<file path="src/verilog/dfpe_pkg.sv">
// Constants and types shared by the feedback payload encoder
package dfpe_pkg;

  // ----------------------------------------------------------------
  // Clock and timing
  // ----------------------------------------------------------------
  localparam int CLK_MHZ = 250;
  localparam int TX_PERIOD_MS = 1000;
  localparam int TX_PERIOD_CYC = TX_PERIOD_MS * 1000 * CLK_MHZ;

  // ----------------------------------------------------------------
  // Register map (byte addresses) and fields
  // ----------------------------------------------------------------
  localparam logic [7:0] REG_CTRL = 8'h00;
  localparam logic [7:0] REG_PERIOD = 8'h04;
  localparam logic [7:0] REG_STATUS = 8'h08;
  localparam int CTRL_AUTO_BIT = 0;
  localparam int CTRL_SAMPLE_BIT = 1;
  localparam int CTRL_EN_LSB = 4;
  localparam logic [7:0] CTRL_RST = 8'hf1;
  localparam int ST_BUSY_BIT = 0;
  localparam int ST_PEND_BIT = 1;
  localparam int ST_FULL_BIT = 2;
  localparam int ST_FRAMES_LSB = 16;

  // ----------------------------------------------------------------
  // Field codes
  // ----------------------------------------------------------------
  localparam logic [7:0] MODE_DISABLED = 8'h00;
  localparam logic [7:0] MODE_STOPPED = 8'h01;
  localparam logic [7:0] MODE_RUNNING = 8'h02;
  localparam logic [7:0] MODE_STEPPING = 8'h03;
  localparam logic [7:0] MODE_HOLDING = 8'h04;
  localparam logic [7:0] DIR_CCW = 8'h00;
  localparam logic [7:0] DIR_CW = 8'h01;
  localparam logic [15:0] FIELD_SAT = 16'hffff;

  // ----------------------------------------------------------------
  // Parameter groups (65360, 65392, 65365, 65397)
  // ----------------------------------------------------------------
  localparam logic [15:0] PGN_MOT1 = 16'hff50;
  localparam logic [15:0] PGN_MOT2 = 16'hff70;
  localparam logic [15:0] PGN_IO1 = 16'hff55;
  localparam logic [15:0] PGN_IO2 = 16'hff75;

  // ----------------------------------------------------------------
  // Field bit positions, byte 1 in bits 7:0, low byte first
  // ----------------------------------------------------------------
  localparam int MP_PH1 = 0;
  localparam int MP_PH2 = 16;
  localparam int MP_MODE = 32;
  localparam int MP_DIR = 40;
  localparam int MP_RATE = 48;
  localparam int IP_AN1 = 0;
  localparam int IP_FQ1 = 16;
  localparam int IP_AN2 = 32;
  localparam int IP_FQ2 = 48;
  localparam int OP_TGT = 0;
  localparam int OP_ENC = 16;
  localparam int OP_EDIR = 32;
  localparam int OP_VSUP = 40;
  localparam int OP_TEMP = 56;

  // ----------------------------------------------------------------
  // State types
  // ----------------------------------------------------------------
  typedef enum logic {FSM_IDLE, FSM_SEND} dfpe_fsm_e;

  typedef struct packed {
    logic wreq;
    logic [31:0] rdata;
    logic [7:0] ctrl;
    logic [31:0] period;
    logic [31:0] div;
    logic pend;
    dfpe_fsm_e fsm;
    logic [1:0] idx;
    logic [3:0][63:0] snap;
    logic [15:0] frames;
  } dfpe_top_s;

  typedef struct packed {
    logic hv;
    logic sv;
    logic [15:0] hp;
    logic [63:0] hd;
    logic [15:0] sp;
    logic [63:0] sd;
  } dfpe_buf_s;

endpackage

</file>
<file path="src/verilog/dfpe_stream_if.sv">
// Payload stream between the framer core and its output buffer
`timescale 1ns/1ps
interface dfpe_stream_if;
  logic valid;
  logic ready;
  logic [15:0] pgn;
  logic [63:0] data;
  modport src (output valid, output pgn, output data, input ready);
  modport snk (input valid, input pgn, input data, output ready);
endinterface

</file>
<file path="src/verilog/dfpe_tx_buf.sv">
// Two-entry output buffer, head and skid registers
`timescale 1ns/1ps
module dfpe_tx_buf (
  // Clock and reset
  input wire logic clk_sys_in,
  input wire logic rst_b_in,
  // Fill side
  dfpe_stream_if.snk in_if,
  // Drain side
  output logic out_valid_out,
  input wire logic out_ready_in,
  output logic [15:0] out_pgn_out,
  output logic [63:0] out_data_out
);

  dfpe_pkg::dfpe_buf_s st_ff;
  dfpe_pkg::dfpe_buf_s nxt_st;

  // Ready falls once the skid entry is taken
  assign in_if.ready = ~st_ff.sv;
  assign out_valid_out = st_ff.hv;
  assign out_pgn_out = st_ff.hp;
  assign out_data_out = st_ff.hd;

  // Pop head, refill from skid, then accept new word
  always_comb begin
    nxt_st = st_ff;
    if (st_ff.hv && out_ready_in) begin
      if (st_ff.sv) begin
        nxt_st.hp = st_ff.sp;
        nxt_st.hd = st_ff.sd;
        nxt_st.sv = 1'b0;
      end else begin
        nxt_st.hv = 1'b0;
      end
    end
    if (in_if.valid && !st_ff.sv) begin
      if (!nxt_st.hv) begin
        nxt_st.hv = 1'b1;
        nxt_st.hp = in_if.pgn;
        nxt_st.hd = in_if.data;
      end else begin
        nxt_st.sv = 1'b1;
        nxt_st.sp = in_if.pgn;
        nxt_st.sd = in_if.data;
      end
    end
  end

  // State register
  always_ff @(posedge clk_sys_in or negedge rst_b_in) begin
    if (!rst_b_in) begin
      st_ff <= '0;
    end else begin
      st_ff <= nxt_st;
    end
  end

endmodule // dfpe_tx_buf

</file>
<file path="src/verilog/dfpe_motor_fmt.sv">
// Formats one motor feedback payload from live drive values
`timescale 1ns/1ps
module dfpe_motor_fmt (
  // Phase currents, mA
  input wire logic [15:0] ph1_ma_in,
  input wire logic [15:0] ph2_ma_in,
  // Mode sources
  input wire logic [7:0] cmd_mode_in,
  input wire logic stepping_in,
  input wire logic holding_in,
  input wire logic estop_in,
  input wire logic fault_in,
  // Direction and rate sources
  input wire logic loop_sel_in,
  input wire logic cmd_dir_in,
  input wire logic loop_dir_in,
  input wire logic [15:0] cmd_rate_in,
  input wire logic [15:0] loop_rate_in,
  // Packed payload
  output logic [63:0] payload_out
);

  logic [7:0] mode;
  logic dir;

  // Resolve actual mode and direction, then pack low byte first
  always_comb begin
    mode = cmd_mode_in;
    if (estop_in || fault_in || cmd_mode_in == dfpe_pkg::MODE_DISABLED) begin
      mode = dfpe_pkg::MODE_DISABLED;
    end else if (holding_in) begin
      mode = dfpe_pkg::MODE_HOLDING;
    end else if (stepping_in) begin
      mode = dfpe_pkg::MODE_STEPPING;
    end
    dir = loop_sel_in ? loop_dir_in : cmd_dir_in;
    payload_out = '0;
    payload_out[dfpe_pkg::MP_PH1 +: 16] = ph1_ma_in;
    payload_out[dfpe_pkg::MP_PH2 +: 16] = ph2_ma_in;
    payload_out[dfpe_pkg::MP_MODE +: 8] = mode;
    payload_out[dfpe_pkg::MP_DIR +: 8] = dir ? dfpe_pkg::DIR_CW
                                             : dfpe_pkg::DIR_CCW;
    payload_out[dfpe_pkg::MP_RATE +: 16] =
      loop_sel_in ? loop_rate_in : cmd_rate_in;
  end

endmodule // dfpe_motor_fmt

</file>
<file path="src/verilog/dfpe_encoder_top.sv">
// Feedback payload encoder: snapshot, framing, register slave
//
// Behaviour
// Phase current: two bytes, 1 mA per count
// Current is plain average, not RMS
// Mode byte codes 00 to 04
// Mode shows disabled, stepping, holding overrides
// Motor direction byte: 00 ccw, 01 cw
// CAN-commanded direction echoes commanded value; the loop direction is sent instead when loop select is set
// Step rate two bytes, echoes commanded rate; the loop rate is sent instead when loop select is set
// Analog input two bytes, 0.001 unit
// Frequency input two bytes, 0.1 unit
// Output target two bytes, 0.001 unit
// Encoder counter two bytes, one step
// Encoder direction byte: 00 ccw, 01 cw
// Supply voltage two bytes, 0.01 V
// Temperature one byte, 1 C
// Motor payload layout, groups 65360 and 65392
// Second I/O payload layout, group 65397
// Low byte first, unused bytes all ones
// All fields of a frame sampled together
`timescale 1ns/1ps
module dfpe_encoder_top #(
  parameter int unsigned PERIOD_CYC = dfpe_pkg::TX_PERIOD_CYC
) (
  // Clock and reset
  input wire logic clk_sys_in,
  input wire logic rst_b_in,
  // Avalon-MM slave
  input wire logic [7:0] avs_address_in,
  input wire logic avs_read_in,
  input wire logic avs_write_in,
  input wire logic [3:0] avs_byteenable_in,
  input wire logic [31:0] avs_writedata_in,
  output logic [31:0] avs_readdata_out,
  output logic avs_waitrequest_out,
  // Motor values, index 0 is motor one
  input wire logic [1:0][15:0] mot_ph1_ma_in,
  input wire logic [1:0][15:0] mot_ph2_ma_in,
  input wire logic [1:0][7:0] mot_cmd_mode_in,
  input wire logic [1:0] mot_stepping_in,
  input wire logic [1:0] mot_holding_in,
  input wire logic [1:0] mot_estop_in,
  input wire logic [1:0] mot_fault_in,
  input wire logic [1:0] mot_loop_sel_in,
  input wire logic [1:0] mot_cmd_dir_in,
  input wire logic [1:0] mot_loop_dir_in,
  input wire logic [1:0][15:0] mot_cmd_rate_in,
  input wire logic [1:0][15:0] mot_loop_rate_in,
  // I/O values
  input wire logic [1:0][15:0] ain_milli_in,
  input wire logic [1:0][16:0] fin_deci_in,
  input wire logic [15:0] out_target_milli_in,
  input wire logic [15:0] enc_count_in,
  input wire logic enc_dir_in,
  input wire logic [15:0] vsup_centi_in,
  input wire logic [7:0] temp_c_in,
  // Payload stream
  output logic tx_valid_out,
  input wire logic tx_ready_in,
  output logic [15:0] tx_pgn_out,
  output logic [63:0] tx_data_out
);

  dfpe_pkg::dfpe_top_s st_ff;
  dfpe_pkg::dfpe_top_s nxt_st;
  logic [3:0][63:0] fmt;
  logic [3:0][15:0] pgn_tab;
  logic bus_req, bus_first, bus_done, tick, smp_req, trig, start, push;
  logic [3:0] pay_en;

  dfpe_stream_if s_if ();

  // ----------------------------------------------------------------
  // Field formatting
  // ----------------------------------------------------------------

  // One formatter per motor
  for (genvar m = 0; m < 2; m++) begin : g_mot
    dfpe_motor_fmt u_fmt (
      .ph1_ma_in(mot_ph1_ma_in[m]),
      .ph2_ma_in(mot_ph2_ma_in[m]),
      .cmd_mode_in(mot_cmd_mode_in[m]),
      .stepping_in(mot_stepping_in[m]),
      .holding_in(mot_holding_in[m]),
      .estop_in(mot_estop_in[m]),
      .fault_in(mot_fault_in[m]),
      .loop_sel_in(mot_loop_sel_in[m]),
      .cmd_dir_in(mot_cmd_dir_in[m]),
      .loop_dir_in(mot_loop_dir_in[m]),
      .cmd_rate_in(mot_cmd_rate_in[m]),
      .loop_rate_in(mot_loop_rate_in[m]),
      .payload_out(fmt[m])
    );
  end

  // Frequency counts above two bytes saturate
  function automatic logic [15:0] fsat(input logic [16:0] v);
    fsat = v[16] ? dfpe_pkg::FIELD_SAT : v[15:0];
  endfunction

  // I/O payloads, low byte first
  always_comb begin
    fmt[2] = '0;
    fmt[2][dfpe_pkg::IP_AN1 +: 16] = ain_milli_in[0];
    fmt[2][dfpe_pkg::IP_FQ1 +: 16] = fsat(fin_deci_in[0]);
    fmt[2][dfpe_pkg::IP_AN2 +: 16] = ain_milli_in[1];
    fmt[2][dfpe_pkg::IP_FQ2 +: 16] = fsat(fin_deci_in[1]);
    fmt[3] = '0;
    fmt[3][dfpe_pkg::OP_TGT +: 16] = out_target_milli_in;
    fmt[3][dfpe_pkg::OP_ENC +: 16] = enc_count_in;
    fmt[3][dfpe_pkg::OP_EDIR +: 8] = enc_dir_in ? dfpe_pkg::DIR_CW
                                                : dfpe_pkg::DIR_CCW;
    fmt[3][dfpe_pkg::OP_VSUP +: 16] = vsup_centi_in;
    fmt[3][dfpe_pkg::OP_TEMP +: 8] = temp_c_in;
  end

  // Group number per payload slot
  assign pgn_tab[0] = dfpe_pkg::PGN_MOT1;
  assign pgn_tab[1] = dfpe_pkg::PGN_MOT2;
  assign pgn_tab[2] = dfpe_pkg::PGN_IO1;
  assign pgn_tab[3] = dfpe_pkg::PGN_IO2;

  // ----------------------------------------------------------------
  // Control decode
  // ----------------------------------------------------------------

  // Bus phases and triggers
  assign bus_req = avs_read_in || avs_write_in;
  assign bus_first = bus_req && st_ff.wreq;
  assign bus_done = bus_req && !st_ff.wreq;
  assign smp_req = bus_done && avs_write_in &&
                   avs_address_in == dfpe_pkg::REG_CTRL &&
                   avs_byteenable_in[0] &&
                   avs_writedata_in[dfpe_pkg::CTRL_SAMPLE_BIT];
  assign tick = st_ff.div >= st_ff.period - 32'h1;
  assign trig = (tick && st_ff.ctrl[dfpe_pkg::CTRL_AUTO_BIT]) || smp_req;
  assign start = st_ff.fsm == dfpe_pkg::FSM_IDLE && (trig || st_ff.pend);
  assign pay_en = st_ff.ctrl[dfpe_pkg::CTRL_EN_LSB +: 4];

  // Stream toward the buffer
  assign s_if.valid = st_ff.fsm == dfpe_pkg::FSM_SEND && pay_en[st_ff.idx];
  assign s_if.pgn = pgn_tab[st_ff.idx];
  assign s_if.data = st_ff.snap[st_ff.idx];
  assign push = s_if.valid && s_if.ready;

  // ----------------------------------------------------------------
  // Next state
  // ----------------------------------------------------------------
  always_comb begin
    nxt_st = st_ff;
    // Bus: waitrequest drops for one cycle after the request
    nxt_st.wreq = !bus_first;
    if (bus_first && avs_read_in) begin
      case (avs_address_in)
        dfpe_pkg::REG_CTRL: nxt_st.rdata = {24'h0, st_ff.ctrl};
        dfpe_pkg::REG_PERIOD: nxt_st.rdata = st_ff.period;
        dfpe_pkg::REG_STATUS: begin
          nxt_st.rdata = '0;
          nxt_st.rdata[dfpe_pkg::ST_BUSY_BIT] =
            st_ff.fsm == dfpe_pkg::FSM_SEND;
          nxt_st.rdata[dfpe_pkg::ST_PEND_BIT] = st_ff.pend;
          nxt_st.rdata[dfpe_pkg::ST_FULL_BIT] = !s_if.ready;
          nxt_st.rdata[dfpe_pkg::ST_FRAMES_LSB +: 16] = st_ff.frames;
        end
        default: nxt_st.rdata = '0;
      endcase
    end
    if (bus_done && avs_write_in) begin
      case (avs_address_in)
        dfpe_pkg::REG_CTRL: begin
          if (avs_byteenable_in[0]) begin
            nxt_st.ctrl = avs_writedata_in[7:0];
            nxt_st.ctrl[dfpe_pkg::CTRL_SAMPLE_BIT] = 1'b0;
          end
        end
        dfpe_pkg::REG_PERIOD: begin
          for (int b = 0; b < 4; b++) begin
            if (avs_byteenable_in[b]) begin
              nxt_st.period[8*b +: 8] = avs_writedata_in[8*b +: 8];
            end
          end
        end
        default: ;
      endcase
    end
    // Period divider
    nxt_st.div = tick ? 32'h0 : st_ff.div + 32'h1;
    // Trigger while busy is held, one in the start cycle is absorbed by that start
    if (start) begin
      nxt_st.pend = 1'b0;
    end
    if (trig && !start) begin
      nxt_st.pend = 1'b1;
    end
    // Framing sequence
    case (st_ff.fsm)
      dfpe_pkg::FSM_IDLE: begin
        if (start) begin
          nxt_st.snap = fmt;
          nxt_st.idx = 2'h0;
          nxt_st.fsm = dfpe_pkg::FSM_SEND;
        end
      end
      dfpe_pkg::FSM_SEND: begin
        if (!pay_en[st_ff.idx] || s_if.ready) begin
          if (push) begin
            nxt_st.frames = st_ff.frames + 16'h1;
          end
          if (st_ff.idx == 2'h3) begin
            nxt_st.fsm = dfpe_pkg::FSM_IDLE;
          end else begin
            nxt_st.idx = st_ff.idx + 2'h1;
          end
        end
      end
      default: nxt_st.fsm = dfpe_pkg::FSM_IDLE;
    endcase
  end

  // State register
  always_ff @(posedge clk_sys_in or negedge rst_b_in) begin
    if (!rst_b_in) begin
      st_ff <= '0;
      st_ff.wreq <= 1'b1;
      st_ff.ctrl <= dfpe_pkg::CTRL_RST;
      st_ff.period <= 32'(PERIOD_CYC);
      st_ff.fsm <= dfpe_pkg::FSM_IDLE;
    end else begin
      st_ff <= nxt_st;
    end
  end

  assign avs_waitrequest_out = st_ff.wreq;
  assign avs_readdata_out = st_ff.rdata;

  // Output buffer
  dfpe_tx_buf u_buf (
    .clk_sys_in(clk_sys_in),
    .rst_b_in(rst_b_in),
    .in_if(s_if),
    .out_valid_out(tx_valid_out),
    .out_ready_in(tx_ready_in),
    .out_pgn_out(tx_pgn_out),
    .out_data_out(tx_data_out)
  );
endmodule // dfpe_encoder_top

</file>
<file path="config.mk">
export PLATFORM = sky130hd
export DESIGN_NAME = dfpe_encoder_top
export DESIGN_NICKNAME = d
export VERILOG_FILES = /design/src/verilog/dfpe_pkg.sv /design/src/verilog/dfpe_stream_if.sv /design/src/verilog/dfpe_tx_buf.sv /design/src/verilog/dfpe_motor_fmt.sv /design/src/verilog/dfpe_encoder_top.sv
export SDC_FILE = /design/constraint.sdc
export NUM_CORES = 1
export LEC_CHECK = 0
export BUFFER_PORTS_ARGS = -buffer_cell sky130_fd_sc_hd__buf_2
export CAP_MARGIN = 40
export CORE_AREA = 2 2 294 296
export DETAILED_ROUTE_END_ITERATION = 16
export DIE_AREA = 0 0 296 298
export HOLD_SLACK_MARGIN = 0.02
export PLACE_DENSITY = 0.57
export SKIP_CTS_REPAIR_TIMING = 1
export SLEW_MARGIN = 20
export SYNTH_ARGS = -nofsm -noshare
export SYNTH_HDL_FRONTEND = slang
export SYNTH_SLANG_ARGS = --single-unit
</file>
<file path="constraint.sdc">
create_clock -name clk_sys_in -period 13 [get_ports clk_sys_in]
set_input_delay 1.3 -clock clk_sys_in [delete_from_list [all_inputs] [get_ports clk_sys_in]]
set_output_delay 1.3 -clock clk_sys_in [all_outputs]
set_load 0.01 [all_outputs]
</file>
* Yosys cells after proc, flatten, opt, wreduce, memory -nomap -nowiden *
Index checks and enable logic that the tools add are counted.

word-level totals
  bits in registers = 542
  latch bits = 0
  RAM bits = 0
  bits in read-only memories = 0
  input bits = 330
  output and inout port bits = 114
  memories kept = 0

operators by class
  $add $sub $neg = 4
  multiply operators = 0
  divide/modulo/power cells = 0
  order comparisons = 2
  eq/ne operators = 6
  shifts and indexed selects = 0
  mux-type cells = 37
  bitwise logic cells = 2
  reduce and logical (&&, ||, !) cells = 40

operators by type and width
  cell                   number
  $mux 259               1
  $mux 80                3
  $mux 162               1
  $bmux 64 s2            1
  $pmux 32 s3            1
  $mux 82                1
  $mux 16                5
  $mux 64                1
  $mux 8                 6
  $add 32x1->32 const B  1
  $bmux 16 s2            1
  $ge 32x32->1           1
  $mux 32                1
  $sub 32x1->32 const B  1
  $logic_not 8->1        3
  $reduce_and 3->1       7
  $add 16x1->16 const B  1
  $logic_and 1x1->1      14
  $mux 1                 11
  $eq 8x3->1 const B     1
  $eq 8x4->1 const B     1
  $logic_or 1x1->1       8
  $pmux 3 s2             1
  $logic_not 1->1        5
  other kinds (11)       14

* Depth between registers and ports, before layout *
  word-level depth = 12
  mapped depth = 20
  gate-level depth less buffers = 16

* Hierarchy *
From an unflattened synthesis, not the netlist that was laid out.

unflattened totals
  cell total of the unflattened synthesis = 2225
  area total of the unflattened synthesis = 26948.3 µm²

modules (own cells, without submodules)
  module            times used  cells an instance  area each (µm²)  seq. area each (µm²)
  dfpe_encoder_top  1           1364               17807.1          9357.7
  dfpe_tx_buf       1           707                7792.5           4053.9
  dfpe_motor_fmt    2           77                 674.4            0.0

* Least setup slack after synthesis *
OpenSTA, ideal clock, no wires.

  kind = reg2reg
  start = register st_ff[316] (netlist name)
  end = register st_ff[100] (netlist name)
  setup time = 0.125 ns
  arrival = 4.024 ns
  data required time = 12.875 ns
  path slack = 8.851 ns
  cell stages (with the launch flop) = 17
  clock period less this slack = 4.149 ns
  cells stage by stage = dfrtp_1 or4_1 nor3_2 nand3b_1 or3_1 nor4_1 xnor2_1 ha_1 nand4_1 nor2_1 a221oi_1 nand4_1 o21ai_1 buf_6 buf_6 buf_6 mux2_4

on the way
  longest elaborated chain between the ends = 7

ends and longest elaborated chain
  item                        RTL line                 RTL
  start: declaration          dfpe_encoder_top.sv:65   dfpe_pkg::dfpe_top_s st_ff;
  start signal: assignment    dfpe_encoder_top.sv:230  st_ff <= nxt_st;
  $sub 32x1->32               dfpe_encoder_top.sv:136  assign tick = st_ff.div >= st_ff.period - 32'h1;
  $ge 32x32->1                dfpe_encoder_top.sv:136
  $logic_and 1x1->1           dfpe_encoder_top.sv:137  assign trig = (tick && st_ff.ctrl[dfpe_pkg::CTRL_AUTO_BIT]) || smp_req;
  $logic_or 1x1->1            dfpe_encoder_top.sv:137
  $logic_or 1x1->1            dfpe_encoder_top.sv:138  assign start = st_ff.fsm == dfpe_pkg::FSM_IDLE && (trig || st_ff.pend);
  $logic_and 1x1->1           dfpe_encoder_top.sv:138
  $reduce_and 2->1 (no line)  -

No other way between the ends.
A chain may end at the register's enable or synchronous reset.

* Worst setup path in the final report *
  start = register st_ff[310] (netlist name)
  end = register st_ff[39] (netlist name)

The elaborated chain is that of the path after synthesis.

==> tab_implementation.tex <==
\begin{tabular}{lr}
\hline
Metric & Value \\
\hline
\multicolumn{2}{l}{\textbf{Clock tree}} \\
\quad Clk\_lat worst skew & 650 ps \\
\quad CTS Root Buffer Type & clkbuf\_16 \\
\quad Total number of H-tree levels & 2 \\
\quad TritonCTS clock tree & yes \\
\quad CTS buffer count & 59 \\
\quad Clock transition at the registers of the reported paths & 60 ps \\
\quad Maximum count of clock buffers along a single path & 3 \\
\quad Clk sink count & 508 \\
\multicolumn{2}{l}{\textbf{Place}} \\
\quad Setup Slack @ Placement & 6960 ps \\
\quad PortBufs & 443 \\
\quad Detailed placement HPWL & 47100 µm \\
\quad Routability congestion estimate from global placement & 0.829 \\
\multicolumn{2}{l}{\textbf{Synth}} \\
\quad Leading post-synthesis cells by cell area & dfrtp\_1 (50\%), mux2\_4 (8.2\%), nand2\_1 (5.2\%) \\
\quad Number of warnings reported in the yosys synthesis log & 0 \\
\quad Netlist Area Pre-Place & 24400 µm² \\
\quad EDFF count, synth & 0 \\
\quad Fraction of synthesized cell area taken by the top area cell type & 0.501 \\
\quad Proportion of synthesized chip area in sequential cells & 0.521 \\
\quad Synth Net Count & 2461 \\
\quad Synth Register Bits & 508 \\
\quad Cell taking the most area after synthesis & dfrtp\_1 \\
\quad Post-synth top flop & dfrtp\_1 \\
\quad Post-Syn Instances & about 2100 \\
\quad Number of distinct standard cells referenced by the synthesized netlist & $\sim$50 \\
\quad Average cell area after synthesis & 11.7 µm² \\
\quad Proportion of synthesized flip-flops having asynchronous set or reset & 1.00 \\
\multicolumn{2}{l}{\textbf{Floorplan}} \\
\quad Placeable core region & about 85000 µm² \\
\quad Effective utilization at floorplan & 0.288 \\
\quad Ports & 444 \\
\quad Vertical die dimension & 298 µm \\
\quad Die X-Extent & 296 µm \\
\quad Die Footprint & 88200 µm² \\
\quad Number of rows created at floorplan & $\sim$110 \\
\multicolumn{2}{l}{\textbf{Run}} \\
\quad Number of max-cap violations & 0 \\
\multicolumn{2}{l}{\textbf{Setup path}} \\
\quad Startpoint type of the worst setup path & flop \\
\quad CP peak stage delay & around 520 ps \\
\quad Most repeated library cell on the critical path & nand2\_1 \\
\quad Critical R2R Launch & st\_ff[310] \\
\quad Critical path class & reg2reg \\
\quad R2r setup slk & 7110 ps \\
\quad End point of the critical path & st\_ff[39] \\
\quad Destination of the worst register-to-register timing path & st\_ff[39] \\
\quad Required time of the critical path & between 10000 and 15000 ps \\
\quad Worst-path fanout max & about 150 \\
\quad Element type at the critical path end & flop \\
\quad Master of the slowest instance on the critical path & buf\_12 \\
\quad Worst setup path startpoint & st\_ff[310] \\
\quad Arrival time of the worst setup path & about 6400 ps \\
\quad Number of cells on the critical path & 17 \\
\quad Cells traversed along the worst timing path & nor4\_1, nand2\_1, nor4\_2, nand2\_1, or3\_1, nor2b\_1, xnor2\_1, ha\_1, a21oi\_1, nand2\_1, a221oi\_1, nand4\_1, o21ai\_4, buf\_12, buf\_4, buf\_16, mux2\_2 \\
\quad Sum of buffers and inverters on the critical path & 3 \\
\quad Kind of cell with the highest combined delay on the critical path & simple AND/OR/NAND/NOR gates \\
\quad FF-to-FF path depth & 17 \\
\multicolumn{2}{l}{\textbf{Power and ir drop}} \\
\quad Static Leak & 14.4 nW \\
\quad Total design power & 0.00384 W \\
\quad VDD IR max & roughly 0.092 mV \\
\quad Power density over the cells & 131 nW/µm² \\
\multicolumn{2}{l}{\textbf{STA}} \\
\quad Total count of max-transition violations in the final report & 0 \\
\quad Final Skew & 78.0 ps \\
\quad Setup repair after global routing missed its margin & no \\
\quad Maximum achievable frequency & 170 MHz \\
\quad Endpoints failing setup & 0 \\
\quad WHS & 455 ps \\
\quad Least-Margin Pin Slew & 1250 ps \\
\quad Hold Violations, Final & 0 \\
\quad Final worst path period share & 0.453 \\
\quad Fin Setup TNS & 0 ps \\
\quad Final critical delay including setup and external delays & 5890 ps \\
\quad Slew headroom & 0.167 \\
\quad Final critical-path setup slack & between 7000 and 8000 ps \\
\multicolumn{2}{l}{\textbf{Layout}} \\
\quad Count of filler cells inserted in the layout & 8557 \\
\quad FF/Latch Area & $\sim$13000 µm² \\
\quad Layout Nets & $\sim$2800 \\
\quad Layout cell share with drive strength beyond 1 & 0.369 \\
\quad Multi-input gate area in the final layout & 10300 µm² \\
\quad Syn-to-layout area delta & 19.7\% \\
\multicolumn{2}{l}{\textbf{Global route}} \\
\quad Number of global-route vias before repair & 16800 \\
\quad Number of antenna violations at the first check in global routing & 10 \\
\quad First-pass GRT wire length & 102000 µm \\
\quad Global-route total usage across every layer & 0.149 \\
\quad Final global-route overflow total & 0 \\
\quad Largest net degree at the start of global routing & 166 \\
\multicolumn{2}{l}{\textbf{Detailed routing}} \\
\quad First-iteration detailed-routing DRC count & 932 \\
\quad Avg WL per Cell & between 15 and 20 µm \\
\quad Antenna violation net count after detailed routing & 0 \\
\quad Pre-Repair DR Iteration Count & 5 \\
\quad Routed wire length & 66400 µm \\
\quad DRC violation count after routing & 0 \\
\quad Vias per cell & 4.56 \\
\quad Vias & around 16000 \\
\multicolumn{2}{l}{\textbf{Run status}} \\
\quad Run status & finished clean \\
\multicolumn{2}{l}{\textbf{Hold path}} \\
\quad Classification of the worst-slack hold path & reg2reg \\
\hline
\end{tabular}
-- sequential cells by signal (all words and copies together) (netlist names) --
register,count
avs_waitrequest_out,1
u_buf.st_ff,68
st_ff,322
avs_readdata_out,32
u_buf.out_pgn_out,16
u_buf.out_valid_out,1
pay_en,4
u_buf.out_data_out,64
-- per-stage QoR --
stage               instances  cell area [µm²]   util
global placement         3473            26900  0.317
detailed placement       3482            27100  0.319
finish                   3598            29300  0.345
CTS                      3594            29200  0.344
floorplan                2095            24400      -
global route             3598            29300  0.345
-- layout make-up --
class / instances / area share
flip-flops and latches: 508 / 0.436
multi-input cells: 1345 / 0.351
repair buffers: 472 / 0.0890
clock buffers: 87 / 0.0606
well taps: 1144 / 0.0489
clock inverters: 25 / 0.0128
inverters: 14 / 0.00180
diodes: 3 / 0.000257
-- synthesized netlist by cell type (all sizes together) (11+ instances only) --
| library cell | count |
|---|---|
| a21o | 13 |
| a21oi | 39 |
| a22oi | 25 |
| a31oi | 61 |
| and3 | 13 |
| buf | 144 |
| clkbuf | 84 |
| dfrtp | 489 |
| dfstp | 19 |
| ha | 36 |
| inv | 13 |
| mux2 | 246 |
| mux2i | 41 |
| mux4 | 51 |
| nand2 | 340 |
| nand3 | 24 |
| nand4 | 16 |
| nor2 | 142 |
| nor3 | 11 |
| nor4 | 18 |
| o21ai | 144 |
| xnor2 | 42 |
| xor2 | 31 |
-- cell usage in the layout, fill, tap and decap left out, drive strengths merged, types with 36 or more instances in the layout --
master	instances
a21oi	39
a31oi	61
buf	472
clkbuf	87
dfrtp	489
ha	36
mux2	246
mux2i	41
mux4	51
nand2	340
nor2	142
o21ai	144
xnor2	42
-- how the worst min path moves through the flow --
stage          slack, ps  cells after the start         endpoint             from
2_1_floorplan        410                      2  u_buf.st_ff[78]  u_buf.st_ff[78]
3_3_place_gp         430                      2  u_buf.st_ff[78]  u_buf.st_ff[78]
3_5_place_dp         460                      2  u_buf.st_ff[78]  u_buf.st_ff[78]
4_1_cts              470                      2  u_buf.st_ff[78]  u_buf.st_ff[78]
5_1_grt              490                      2        pay_en[0]        pay_en[0]
6_report             460                      2  u_buf.st_ff[78]  u_buf.st_ff[78]
-- per-layer routing --
metal,GRT usage,up-vias,share of wire
li1,-,7824,-
met1,0.195,8096,0.44
met2,0.242,354,0.47
met3,0.0399,110,0.065
met4,0.0423,14,0.024
met5,0,-,0.0014
-- tightest hold or removal path, cell delays in order, from the launching register on --
cell and delay [ps]:
dfrtp_1 320, inv_1 50, nand2_1 50
-- cells by family after synthesis --
| kind of cell | count (synthesis) | share of synthesized area |
|---|---|---|
| and+or+nand+nor | 597 | 0.105 |
| DFF | 508 | 0.521 |
| muxes | 338 | 0.198 |
| AOI/OAI and AO/OA | 301 | 0.0713 |
| buffers and inverters | 242 | 0.0607 |
| xor gates and xnor gates | 73 | 0.0262 |
| adders and majority gates | 36 | 0.0184 |
-- power breakdown --
| group | total (W) | internal [W] | switching (W) |
|---|---|---|---|
| sequential | 0.00165 | 0.00163 | 0.0000281 |
| clock | 0.00179 | 0.00109 | 0.000708 |
| combinational | 0.000387 | 0.000194 | 0.000192 |
Power figures use the tool's default switching activity.
